**config.mk**
```make
export PLATFORM = sky130hd
export DESIGN_NAME = config_eeprom_command_logic
export DESIGN_NICKNAME = d
export VERILOG_FILES = /design/src/verilog/eeprom_cmd_pkg.sv /design/src/verilog/cfg_crc8.sv /design/src/verilog/config_eeprom_command_logic.sv
export SDC_FILE = /design/constraint.sdc
export NUM_CORES = 1
export LEC_CHECK = 0
export CELL_PAD_IN_SITES_DETAIL_PLACEMENT = 0
export CELL_PAD_IN_SITES_GLOBAL_PLACEMENT = 1
export CORE_AREA = 2 2 139 277
export DETAILED_ROUTE_END_ITERATION = 10
export DIE_AREA = 0 0 141 279
export DONT_BUFFER_PORTS = 1
export PLACE_DENSITY_LB_ADDON = 0.1
export SYNTH_ARGS = -nofsm -noshare
export SYNTH_HDL_FRONTEND = slang
export SYNTH_SLANG_ARGS = --single-unit
```
**constraint.sdc**
```tcl
create_clock -name clk_sys_i -period 10.3 [get_ports clk_sys_i]
set_clock_uncertainty 0.05 [all_clocks]
set_input_delay 0.515 -clock clk_sys_i [delete_from_list [all_inputs] [get_ports clk_sys_i]]
set_output_delay 0.515 -clock clk_sys_i [all_outputs]
set_load 0.1 [all_outputs]
```
**src/verilog/eeprom_cmd_pkg.sv**
```systemverilog
// Purpose: shared constants and types for the config eeprom command logic
// Assumes: byte-wide register accesses from both sides, one clock
// Notes: the serial eeprom engine sits outside and answers op requests
package eeprom_cmd_pkg;

    // register byte addresses
    localparam logic [15:0] ADDR_ASSIGN = 16'h0500;
    localparam logic [15:0] ADDR_HOST_ACC = 16'h0501;
    localparam logic [15:0] ADDR_CS_LO = 16'h0502;
    localparam logic [15:0] ADDR_CS_HI = 16'h0503;
    localparam logic [15:0] ADDR_WADDR = 16'h0504;
    localparam logic [15:0] ADDR_WADDR_LAST = 16'h0507;
    localparam logic [15:0] ADDR_DATA = 16'h0508;
    localparam logic [15:0] ADDR_DATA_LAST = 16'h050f;

    // command codes in control/status bits 10:8
    localparam logic [2:0] CMD_NONE = 3'h0;
    localparam logic [2:0] CMD_READ = 3'h1;
    localparam logic [2:0] CMD_WRITE = 3'h2;
    localparam logic [2:0] CMD_RELOAD = 3'h4;

    // control/status layout
    localparam int CS_WREN = 0;
    localparam int CS_RDSIZE = 6;
    localparam int CS_CMD_LO = 8;
    localparam int CS_ERR_CRC = 11;
    localparam int CS_ERR_DEV = 12;
    localparam int CS_ERR_ACK = 13;
    localparam int CS_ERR_WE = 14;
    localparam int CS_BUSY = 15;
    localparam int ASSIGN_HOST = 0;
    localparam int ASSIGN_FORCE = 1;
    localparam int HOST_ACC_BIT = 0;

    // this build reads four words per read command
    localparam logic READ_SIZE_4W = 1'b1;

    // configuration area
    localparam logic [31:0] LOAD_ADDR_LO = 32'h0000_0000;
    localparam logic [31:0] LOAD_ADDR_HI = 32'h0000_0004;
    localparam logic [15:0] CHK_DISABLE = 16'h88a4;
    localparam logic [7:0] CRC_INIT = 8'hff;
    localparam logic [7:0] CRC_POLY = 8'h07;
    localparam int CRC_BYTES = 14;
    // word 0 bits that hold the link detection settings, kept on reload
    localparam logic [15:0] LINK_KEEP_MASK = 16'hf200;

    typedef struct packed {
        logic wr;
        logic rd;
        logic [15:0] addr;
        logic [7:0] wdata;
    } reg_acc_t;

    typedef struct packed {
        logic req;
        logic write;
        logic [31:0] addr;
        logic [15:0] wdata;
    } eep_op_t;

    typedef struct packed {
        logic done;
        logic nack;
        logic [63:0] rdata;
    } eep_ans_t;

    typedef enum logic [2:0] {
        ST_IDLE = 3'h0,
        ST_CMD_REQ = 3'h1,
        ST_CMD_WAIT = 3'h3,
        ST_LOAD_REQ = 3'h4,
        ST_LOAD_WAIT = 3'h5
    } ctl_state_t;

endpackage

```
**src/verilog/cfg_crc8.sv**
```systemverilog
// Purpose: checksum over configuration words 0 to 6
// Assumes: low byte of each word first, msb of each byte first
// Notes: purely combinational, 14 bytes in one cycle
`timescale 1ns/1ps
module cfg_crc8 (
    input wire logic [111:0] words_i,
    output logic [7:0] crc_o
);
    always_comb begin
        logic [7:0] c;
        logic [7:0] b;
        c = eeprom_cmd_pkg::CRC_INIT;
        b = 8'h00;
        for (int i = 0; i < eeprom_cmd_pkg::CRC_BYTES; i++) begin
            b = words_i[i*8 +: 8];
            for (int k = 7; k >= 0; k--) begin
                if (c[7] ^ b[k]) begin
                    c = {c[6:0], 1'b0} ^ eeprom_cmd_pkg::CRC_POLY;
                end else begin
                    c = {c[6:0], 1'b0};
                end
            end
        end
        crc_o = c;
    end
endmodule

```
**src/verilog/config_eeprom_command_logic.sv**
```systemverilog
// Purpose: eeprom command, status and ownership registers with config area load
// Assumes: master writes arrive within frames closed by m_eof_i/m_frame_ok_i
// Notes: the serial protocol engine is external and answers through ans_i
`timescale 1ns/1ps
// Notes on behaviour
// - master owns the eeprom only while assignment bit 0 and host access bit are zero.
// - after reset the network master side owns the eeprom interface.
// - three commands: one-word write, multi-word read, configuration reload.
// - command codes in bits 10:8: 001 read, 010 write, 100 reload.
// - master write enable counts only within its frame, cleared at frame end.
// - master write without write enable is refused and sets bit 14.
// - local host writes need no write enable.
// - master commands start after an error-free frame end; host commands at once.
// - busy bit 15 stays high while a command runs; owner waits for it.
// - writing 000 to the command field clears error bits 11, 13 and 14; bit 12 stays.
// - missing acknowledge or invalid command code sets bit 13.
// - checksum mismatch sets bit 11 and leaves configured registers unchanged.
// - after reset a failed configuration load is retried exactly once.
// - two failed loads set bit 12 and keep load-done low.
// - host operational and process memory stay blocked until a good load.
// - new values only on good load; reload keeps alias and link bits.
// - master writing 0x02 then 0x00 to assignment takes ownership back.
// - read leaves 4 words in data; bit 6 is fixed at 1 to tell so.
// - reload reads the configuration area again into the registers.
// - configuration words 0 to 7 are read automatically after reset.
// - checksum is crc8 x8+x2+x+1 init 0xff over words 0-6; 0x88a4 skips it.
module config_eeprom_command_logic (
    input wire logic clk_sys_i,
    input wire logic nrst_i,
    input wire eeprom_cmd_pkg::reg_acc_t m_acc_i,
    input wire logic m_eof_i,
    input wire logic m_frame_ok_i,
    input wire eeprom_cmd_pkg::reg_acc_t h_acc_i,
    input wire eeprom_cmd_pkg::eep_ans_t ans_i,
    output logic [7:0] m_rdata_o,
    output logic [7:0] h_rdata_o,
    output eeprom_cmd_pkg::eep_op_t op_o,
    output logic owner_host_o,
    output logic [15:0] cfg_pdi_ctrl_o,
    output logic [15:0] cfg_pdi_conf_o,
    output logic [15:0] cfg_sync_pulse_o,
    output logic [15:0] cfg_ext_pdi_o,
    output logic [15:0] cfg_alias_o,
    output logic load_done_o,
    output logic host_operational_flag_o,
    output logic process_mem_en_o
);
    logic [1:0] assign_r, assign_nxt;
    logic host_acc_r, host_acc_nxt;
    logic owner_r, owner_nxt;
    logic wren_r, wren_nxt;
    logic [2:0] cmd_r, cmd_nxt;
    logic busy_r, busy_nxt;
    logic err_we_r, err_we_nxt;
    logic err_ack_r, err_ack_nxt;
    logic err_dev_r, err_dev_nxt;
    logic err_crc_r, err_crc_nxt;
    logic pend_r, pend_nxt;
    logic [31:0] waddr_r, waddr_nxt;
    logic [63:0] data_r, data_nxt;
    logic [63:0] ldbuf_r, ldbuf_nxt;
    logic [15:0] cfg_r [5];
    logic [15:0] cfg_nxt [5];
    logic reload_r, reload_nxt;
    logic attempt_r, attempt_nxt;
    logic half_r, half_nxt;
    logic load_done_r, load_done_nxt;
    logic [7:0] m_rdata_r, m_rdata_nxt;
    logic [7:0] h_rdata_r, h_rdata_nxt;
    eeprom_cmd_pkg::eep_op_t op_r, op_nxt;
    eeprom_cmd_pkg::ctl_state_t state_r, state_nxt;
    eeprom_cmd_pkg::reg_acc_t own_acc;
    logic [15:0] cs_word;
    logic [127:0] area;
    logic [7:0] crc_calc;
    logic crc_ok;

    cfg_crc8 u_crc (
        .words_i(area[111:0]),
        .crc_o(crc_calc)
    );

    // config area as seen when the second half answers
    assign area = {ans_i.rdata, ldbuf_r};
    assign crc_ok = (area[127:112] == eeprom_cmd_pkg::CHK_DISABLE) ||
                    (area[119:112] == crc_calc);

    assign cs_word = {busy_r, err_we_r, err_ack_r, err_dev_r, err_crc_r, cmd_r,
                      1'b0, eeprom_cmd_pkg::READ_SIZE_4W, 5'h00, wren_r};

    function automatic logic cmd_valid(input logic [2:0] c);
        cmd_valid = (c == eeprom_cmd_pkg::CMD_READ) || (c == eeprom_cmd_pkg::CMD_WRITE) ||
                    (c == eeprom_cmd_pkg::CMD_RELOAD);
    endfunction

    function automatic logic [7:0] reg_read(input logic [15:0] a);
        logic [2:0] idx;
        idx = a[2:0];
        reg_read = 8'h00;
        if (a == eeprom_cmd_pkg::ADDR_ASSIGN) begin
            reg_read = {6'h00, assign_r};
        end else if (a == eeprom_cmd_pkg::ADDR_HOST_ACC) begin
            reg_read = {7'h00, host_acc_r};
        end else if (a == eeprom_cmd_pkg::ADDR_CS_LO) begin
            reg_read = cs_word[7:0];
        end else if (a == eeprom_cmd_pkg::ADDR_CS_HI) begin
            reg_read = cs_word[15:8];
        end else if (a >= eeprom_cmd_pkg::ADDR_WADDR && a <= eeprom_cmd_pkg::ADDR_WADDR_LAST) begin
            reg_read = waddr_r[idx[1:0]*8 +: 8];
        end else if (a >= eeprom_cmd_pkg::ADDR_DATA && a <= eeprom_cmd_pkg::ADDR_DATA_LAST) begin
            reg_read = data_r[idx*8 +: 8];
        end
    endfunction

    // only the owner's accesses steer the command registers
    assign own_acc = owner_r ? h_acc_i : m_acc_i;

    always_comb begin
        logic start;
        logic from_master;
        logic [2:0] scmd;
        logic [2:0] wcmd;
        logic [2:0] bidx;
        assign_nxt = assign_r;
        host_acc_nxt = host_acc_r;
        wren_nxt = wren_r;
        cmd_nxt = cmd_r;
        busy_nxt = busy_r;
        err_we_nxt = err_we_r;
        err_ack_nxt = err_ack_r;
        err_dev_nxt = err_dev_r;
        err_crc_nxt = err_crc_r;
        pend_nxt = pend_r;
        waddr_nxt = waddr_r;
        data_nxt = data_r;
        ldbuf_nxt = ldbuf_r;
        cfg_nxt = cfg_r;
        reload_nxt = reload_r;
        attempt_nxt = attempt_r;
        half_nxt = half_r;
        load_done_nxt = load_done_r;
        op_nxt = op_r;
        op_nxt.req = 1'b0;
        state_nxt = state_r;
        start = 1'b0;
        from_master = 1'b0;
        scmd = cmd_r;
        wcmd = own_acc.wdata[2:0];
        bidx = own_acc.addr[2:0];
        m_rdata_nxt = m_acc_i.rd ? reg_read(m_acc_i.addr) : m_rdata_r;
        h_rdata_nxt = h_acc_i.rd ? reg_read(h_acc_i.addr) : h_rdata_r;

        // ownership registers
        if (h_acc_i.wr && h_acc_i.addr == eeprom_cmd_pkg::ADDR_HOST_ACC &&
            assign_r[eeprom_cmd_pkg::ASSIGN_HOST]) begin
            host_acc_nxt = h_acc_i.wdata[eeprom_cmd_pkg::HOST_ACC_BIT];
        end
        if (m_acc_i.wr && m_acc_i.addr == eeprom_cmd_pkg::ADDR_ASSIGN) begin
            assign_nxt = m_acc_i.wdata[1:0];
            if (m_acc_i.wdata[eeprom_cmd_pkg::ASSIGN_FORCE]) begin
                host_acc_nxt = 1'b0;
            end
        end

        // owner register writes, frozen while a command runs
        if (own_acc.wr && !busy_r) begin
            if (own_acc.addr >= eeprom_cmd_pkg::ADDR_WADDR &&
                own_acc.addr <= eeprom_cmd_pkg::ADDR_WADDR_LAST) begin
                waddr_nxt[bidx[1:0]*8 +: 8] = own_acc.wdata;
            end else if (own_acc.addr >= eeprom_cmd_pkg::ADDR_DATA &&
                         own_acc.addr <= eeprom_cmd_pkg::ADDR_DATA_LAST) begin
                data_nxt[bidx*8 +: 8] = own_acc.wdata;
            end else if (own_acc.addr == eeprom_cmd_pkg::ADDR_CS_LO) begin
                wren_nxt = own_acc.wdata[eeprom_cmd_pkg::CS_WREN];
            end else if (own_acc.addr == eeprom_cmd_pkg::ADDR_CS_HI) begin
                if (wcmd == eeprom_cmd_pkg::CMD_NONE) begin
                    cmd_nxt = eeprom_cmd_pkg::CMD_NONE;
                    pend_nxt = 1'b0;
                    err_we_nxt = 1'b0;
                    err_ack_nxt = 1'b0;
                    err_crc_nxt = 1'b0;
                end else if (!cmd_valid(wcmd)) begin
                    err_ack_nxt = 1'b1;
                    cmd_nxt = eeprom_cmd_pkg::CMD_NONE;
                end else if (owner_r) begin
                    cmd_nxt = wcmd;
                    scmd = wcmd;
                    start = 1'b1;
                end else begin
                    cmd_nxt = wcmd;
                    pend_nxt = 1'b1;
                end
            end
        end

        // frame end: pending master command runs or is dropped
        if (m_eof_i) begin
            wren_nxt = 1'b0;
            if (pend_r) begin
                pend_nxt = 1'b0;
                if (m_frame_ok_i && !owner_r) begin
                    start = 1'b1;
                    from_master = 1'b1;
                end else begin
                    cmd_nxt = eeprom_cmd_pkg::CMD_NONE;
                end
            end
        end

        if (start) begin
            if (from_master && scmd == eeprom_cmd_pkg::CMD_WRITE && !wren_r) begin
                err_we_nxt = 1'b1;
                cmd_nxt = eeprom_cmd_pkg::CMD_NONE;
            end else if (scmd == eeprom_cmd_pkg::CMD_RELOAD) begin
                busy_nxt = 1'b1;
                reload_nxt = 1'b1;
                attempt_nxt = 1'b1;
                half_nxt = 1'b0;
                state_nxt = eeprom_cmd_pkg::ST_LOAD_REQ;
            end else begin
                busy_nxt = 1'b1;
                state_nxt = eeprom_cmd_pkg::ST_CMD_REQ;
            end
        end

        unique case (state_r)
            eeprom_cmd_pkg::ST_IDLE: begin
            end
            eeprom_cmd_pkg::ST_CMD_REQ: begin
                op_nxt.req = 1'b1;
                op_nxt.write = (cmd_r == eeprom_cmd_pkg::CMD_WRITE);
                op_nxt.addr = waddr_r;
                op_nxt.wdata = data_r[15:0];
                state_nxt = eeprom_cmd_pkg::ST_CMD_WAIT;
            end
            eeprom_cmd_pkg::ST_CMD_WAIT: begin
                if (ans_i.done) begin
                    busy_nxt = 1'b0;
                    cmd_nxt = eeprom_cmd_pkg::CMD_NONE;
                    state_nxt = eeprom_cmd_pkg::ST_IDLE;
                    if (ans_i.nack) begin
                        err_ack_nxt = 1'b1;
                    end else if (!op_r.write) begin
                        data_nxt = eeprom_cmd_pkg::READ_SIZE_4W ? ans_i.rdata :
                                   {32'h0000_0000, ans_i.rdata[31:0]};
                    end
                end
            end
            eeprom_cmd_pkg::ST_LOAD_REQ: begin
                op_nxt.req = 1'b1;
                op_nxt.write = 1'b0;
                op_nxt.addr = half_r ? eeprom_cmd_pkg::LOAD_ADDR_HI :
                              eeprom_cmd_pkg::LOAD_ADDR_LO;
                state_nxt = eeprom_cmd_pkg::ST_LOAD_WAIT;
            end
            eeprom_cmd_pkg::ST_LOAD_WAIT: begin
                if (ans_i.done) begin
                    if (!ans_i.nack && !half_r) begin
                        ldbuf_nxt = ans_i.rdata;
                        half_nxt = 1'b1;
                        state_nxt = eeprom_cmd_pkg::ST_LOAD_REQ;
                    end else if (!ans_i.nack && crc_ok) begin
                        // good load: registers take over the new values
                        for (int i = 0; i < 5; i++) begin
                            cfg_nxt[i] = area[i*16 +: 16];
                        end
                        if (reload_r) begin
                            cfg_nxt[4] = cfg_r[4];
                            cfg_nxt[0] = (area[15:0] & ~eeprom_cmd_pkg::LINK_KEEP_MASK) |
                                         (cfg_r[0] & eeprom_cmd_pkg::LINK_KEEP_MASK);
                        end
                        load_done_nxt = 1'b1;
                        err_dev_nxt = 1'b0;
                        busy_nxt = 1'b0;
                        cmd_nxt = eeprom_cmd_pkg::CMD_NONE;
                        reload_nxt = 1'b0;
                        state_nxt = eeprom_cmd_pkg::ST_IDLE;
                    end else if (!attempt_r) begin
                        attempt_nxt = 1'b1;
                        half_nxt = 1'b0;
                        state_nxt = eeprom_cmd_pkg::ST_LOAD_REQ;
                    end else begin
                        // failed: configured registers keep their values
                        if (ans_i.nack) begin
                            err_ack_nxt = 1'b1;
                        end else begin
                            err_crc_nxt = 1'b1;
                        end
                        if (!reload_r) begin
                            err_dev_nxt = 1'b1;
                        end
                        busy_nxt = 1'b0;
                        cmd_nxt = eeprom_cmd_pkg::CMD_NONE;
                        reload_nxt = 1'b0;
                        state_nxt = eeprom_cmd_pkg::ST_IDLE;
                    end
                end
            end
            default: begin
                state_nxt = eeprom_cmd_pkg::ST_IDLE;
                busy_nxt = 1'b0;
            end
        endcase
        owner_nxt = assign_nxt[eeprom_cmd_pkg::ASSIGN_HOST] | host_acc_nxt;
    end

    always_ff @(posedge clk_sys_i or negedge nrst_i) begin
        if (!nrst_i) begin
            assign_r <= 2'h0;
            host_acc_r <= 1'b0;
            owner_r <= 1'b0;
            wren_r <= 1'b0;
            cmd_r <= eeprom_cmd_pkg::CMD_NONE;
            busy_r <= 1'b1;
            err_we_r <= 1'b0;
            err_ack_r <= 1'b0;
            err_dev_r <= 1'b0;
            err_crc_r <= 1'b0;
            pend_r <= 1'b0;
            waddr_r <= 32'h0000_0000;
            data_r <= 64'h0;
            ldbuf_r <= 64'h0;
            for (int i = 0; i < 5; i++) begin
                cfg_r[i] <= 16'h0000;
            end
            reload_r <= 1'b0;
            attempt_r <= 1'b0;
            half_r <= 1'b0;
            load_done_r <= 1'b0;
            m_rdata_r <= 8'h00;
            h_rdata_r <= 8'h00;
            op_r <= '0;
            state_r <= eeprom_cmd_pkg::ST_LOAD_REQ;
        end else begin
            assign_r <= assign_nxt;
            host_acc_r <= host_acc_nxt;
            owner_r <= owner_nxt;
            wren_r <= wren_nxt;
            cmd_r <= cmd_nxt;
            busy_r <= busy_nxt;
            err_we_r <= err_we_nxt;
            err_ack_r <= err_ack_nxt;
            err_dev_r <= err_dev_nxt;
            err_crc_r <= err_crc_nxt;
            pend_r <= pend_nxt;
            waddr_r <= waddr_nxt;
            data_r <= data_nxt;
            ldbuf_r <= ldbuf_nxt;
            cfg_r <= cfg_nxt;
            reload_r <= reload_nxt;
            attempt_r <= attempt_nxt;
            half_r <= half_nxt;
            load_done_r <= load_done_nxt;
            m_rdata_r <= m_rdata_nxt;
            h_rdata_r <= h_rdata_nxt;
            op_r <= op_nxt;
            state_r <= state_nxt;
        end
    end

    assign m_rdata_o = m_rdata_r;
    assign h_rdata_o = h_rdata_r;
    assign op_o = op_r;
    assign owner_host_o = owner_r;
    assign cfg_pdi_ctrl_o = cfg_r[0];
    assign cfg_pdi_conf_o = cfg_r[1];
    assign cfg_sync_pulse_o = cfg_r[2];
    assign cfg_ext_pdi_o = cfg_r[3];
    assign cfg_alias_o = cfg_r[4];
    // one flop gates all three so they can never disagree
    assign load_done_o = load_done_r;
    assign host_operational_flag_o = load_done_r;
    assign process_mem_en_o = load_done_r;
endmodule

```
==> impl_metrics.csv <==
group,metric,value,unit
place,port-buffer-count,0,
cells_and_area,fill_cells,3124,
pwr,power.internal,2740,µW
pwr,p_total,4350,µW
pwr,p_switching,1610,µW
cells_and_area,drive_above_1_share,14.2,%
sta,report.final.slew_viol_count,0,
pwr,p_clk_share,26.0,%
run_status,status,"completed",
pwr,peakVddDrop,146,µV
sta,worst_pin_slew,1.25,ns
worst_setup_path,worst-path-buf-inv,1,
cells_and_area,layout_commonest_cell,"dfrtp_1",
drt,wl_per_cell,30.5,µm
cells_and_area,area_growth_syn_to_layout,10.8,%
place,place_hpwl,48900,µm
drt,ant_nets,0,
clock_network,numCtsBuffers,30,
worst_hold_path,hp-start,"ans_i[28]",
cells_and_area,final-seq-area,8190,µm²
floorplan,die_w,141,µm
synthesis,netlist.area_leader.share,41.6,%
worst_setup_path,arrival,8.59,ns
sta,finalCriticalPeriod,8.15,ns
drt,vias_per_cell,6.21,
worst_setup_path,r2r_start,"ldbuf_r[5]$_DFFE_PN0P_",
sta,setup_violations,0,
worst_setup_path,endpoint_kind,"flop",
drt,drtIter0Drc,809,
worst_setup_path,regToRegEndpoint,"cfg_pdi_conf_o[6]$_DFFE_PN0P_",
synthesis,synth_area_leader_cell,"dfrtp_1",
synthesis,synthFlopType,"dfrtp_1",
grt,use_met2,63.5,%
place,gp_congestion,0.956,
clock_network,cts_root_buffer,"clkbuf_16",
worst_setup_path,crit_fanout,32,
sta,period_share,79.1,%
worst_setup_path,reg2reg_setup_slack,2.15,ns
worst_setup_path,crit_slowest_cell,"nor2_4",
cells_and_area,multiInputGateArea,10900,µm²
clock_network,h-tree-depth,1,
clock_network,post_cts_buffers,0,
worst_setup_path,crit_chain,"xnor3_1 -> xnor2_2 -> xnor2_4 -> xnor3_1 -> xnor2_1 -> xnor3_1 -> xnor3_1 -> xnor2_1 -> xnor3_2 -> xnor3_1 -> xor2_1 -> xnor2_2 -> mux2i_1 -> o41a_1 -> o31ai_4 -> nand2_2 -> nor2_4 -> buf_4 -> mux2_1",
pwr,seqPwrFrac,42.6,%
clock_network,cts_resized,0,
synthesis,async_flop_share,100,%
grt,grt_pass1_wl,94800,µm
sta,rsz0062_at_grt,"false",
worst_setup_path,critPathTopFamily,"XOR/XNOR gates",
floorplan,die-height,279,µm
synthesis,yosysSeqAreaShare,41.9,%
clock_network,cts_tree,"yes",
worst_setup_path,worstSetupStartpointType,"flop",
synthesis,synth_edf_count,0,
flow_run,max_cap_violations,0,
worst_setup_path,crit_top_cell,"xnor3_1",
synthesis,synth_seq_cells,327,
drt,via_count,13345,
floorplan,initial_utilization,52.6,%
cells_and_area,layout_common_cells,"dfrtp_1 (323), xnor2_1 (168), nand2_1 (160)",
drt,firstDrtPassIters,5,
cells_and_area,final_nets,1794,
drt,drcViolationCount,0,
sta,max_freq,123,MHz
sta,fin_tns_setup,0,ns
clock_network,clock_path_buffers,3,
pwr,power.density,201,nW/µm²
clock_network,cts_sinks,327,
drt,wl,65700,µm
synthesis,syn_inst,1630,
grt,grt_busiest_layer,"met2",
synthesis,syn_nets,1758,
floorplan,io_pins,272,
pwr,leakagePower,0.00996,µW
pwr,power_frac_comb,31.4,%
cells_and_area,final_core_util,58.2,%
clock_network,clock_latency,0.61,ns
worst_setup_path,critPathLaunch,"ldbuf_r[5]$_DFFE_PN0P_",
floorplan,die_area,39300,µm²
grt,antenna_found_initial,3,
clock_network,clk_pin_slew_worst_paths,0.07,ns
worst_hold_path,min_to,"ldbuf_r[28]$_DFFE_PN0P_",
synthesis,synth.distinct_cells,66,
worst_setup_path,required,10.74,ns
pwr,swShare,37.1,%
sta,hold_viol,0,
synthesis,synth_area_leaders,"dfrtp_1 (42%), xnor3_1 (8.4%), xnor2_1 (7.5%), mux4_2 (5.7%), mux2_2 (5.3%)",
sta,slew_headroom,15.3,%
worst_setup_path,worstSetupPathType,"flop to flop",
worst_hold_path,hp-class,"primary input to flop",
grt,track_usage,33.7,%
synthesis,synthesis.area,19500,µm²
grt,grt_max_degree,328,
worst_setup_path,r2r_cells,19,
floorplan,coreArea,37200,µm²
worst_setup_path,slowest_delay,0.74,ns
floorplan,rows,100,
grt,overflow,0,
grt,use_met3,4.70,%
grt,use_met1,31.4,%
grt,grt_pass1_vias,14299,
worst_hold_path,min_delay_path_depth,1,
synthesis,postSynthAreaPerCell,12.0,µm²
synthesis,synth_warnings,0,
## layer usage
| layer | routed length, µm | share of wire [%] | vias up |
|---|---|---|---|
| met1 | 20400 | 31 | 6727 |
| met4 | 6630 | 10 | 0 |
| met2 | 35800 | 55 | 516 |
| met3 | 2840 | 4.3 | 212 |
| met5 | 0 | 0 | - |
| li1 | - | - | 5890 |
## layout make-up
type / instances / share of cell area, %
diodes: 4 / 0.0463
clock buffers: 42 / 3.91
clock inverters: 10 / 0.613
inverters: 14 / 0.243
multi-input cells: 1202 / 50.4
flip-flops and latches: 327 / 37.9
well taps: 459 / 2.66
repair buffers: 91 / 4.23
## power groups by stage
stage	Sequential [µW]	Clock [µW]	Combinational [µW]
final	1860	1130	1370
after global routing	1870	1200	1460
after CTS	1860	1150	1360
after detailed placement	1880	0	1300
after global placement	1870	0	1290
after floorplan	1800	0	1050
## logic make-up (layout without fill, tap and decap cells)
family / count (synthesis) / count (layout) / share of synthesized area, %
AND/OR/NAND/NOR: 356 / 356 / 7.94
flip-flops: 327 / 327 / 41.9
XOR/XNOR: 325 / 325 / 21.6
multiplexers: 259 / 259 / 17.5
AO/OA/AOI/OAI: 256 / 256 / 8.33
buffers and inverters: 101 / 157 / 2.33
adder cells (fa/ha/maj): 6 / 6 / 0.384
other: 0 / 4 / 0
## cell usage after synthesis (6+ instances only)
master	instances
dfrtp_1	325
xnor2_1	168
nand2_1	161
nor2_1	114
mux2_2	92
mux2_1	80
a21oi_1	75
xnor3_1	73
o21ai_0	72
clkbuf_1	57
xor2_1	53
mux4_2	49
mux2i_1	38
o31ai_1	35
a22o_1	33
nor3_1	18
buf_1	14
inv_1	13
nand3_1	13
xor3_1	12
a31oi_1	10
xnor2_2	10
nor4b_1	9
buf_6	7
ha_1	6
## through the flow
step,std cells,hold WS [ns],instance area [µm²],worst slack (ns)
final,2149,0.0153,21600,2.15
after global routing,2148,0.00408,21600,1.76
after CTS,2141,0.000306,21500,2.14
after detailed placement,2021,0.180,19900,2.16
after global placement,2021,0.178,19900,2.27
after floorplan,1630,0.169,19500,3.83
## worst max path at each step
| stage | endpoint | slack [ns] | depth (start not counted) |
|---|---|---|---|
| floorplan | cfg_pdi_conf_o[0]$_DFFE_PN0P_ | 3.83 | 19 |
| global placement | cfg_pdi_conf_o[5]$_DFFE_PN0P_ | 2.27 | 19 |
| detailed placement | cfg_pdi_conf_o[6]$_DFFE_PN0P_ | 2.16 | 19 |
| CTS | cfg_pdi_conf_o[6]$_DFFE_PN0P_ | 2.14 | 19 |
| global route | cfg_pdi_ctrl_o[0]$_DFFE_PN0P_ | 1.76 | 19 |
| finish | cfg_pdi_conf_o[6]$_DFFE_PN0P_ | 2.15 | 19 |
## sequential cells by signal, indices dropped and copies added (netlist names), 2 cells and up
register          cells
assign_r              2
cfg_alias_o          16
cfg_ext_pdi_o        16
cfg_pdi_conf_o       16
cfg_pdi_ctrl_o       16
cfg_sync_pulse_o     16
cmd_r                 3
data_r               64
h_rdata_o             8
ldbuf_r              64
m_rdata_o             8
op_o                 50
state_r               3
waddr_r              32
## repair_timing
item                                    in CTS  in global routing
hold buffers                                68                  2
endpoints found under the setup margin       0                  0
hold endpoints to repair                   450                 86
Note: power is estimated with default switching activity, not from simulation.
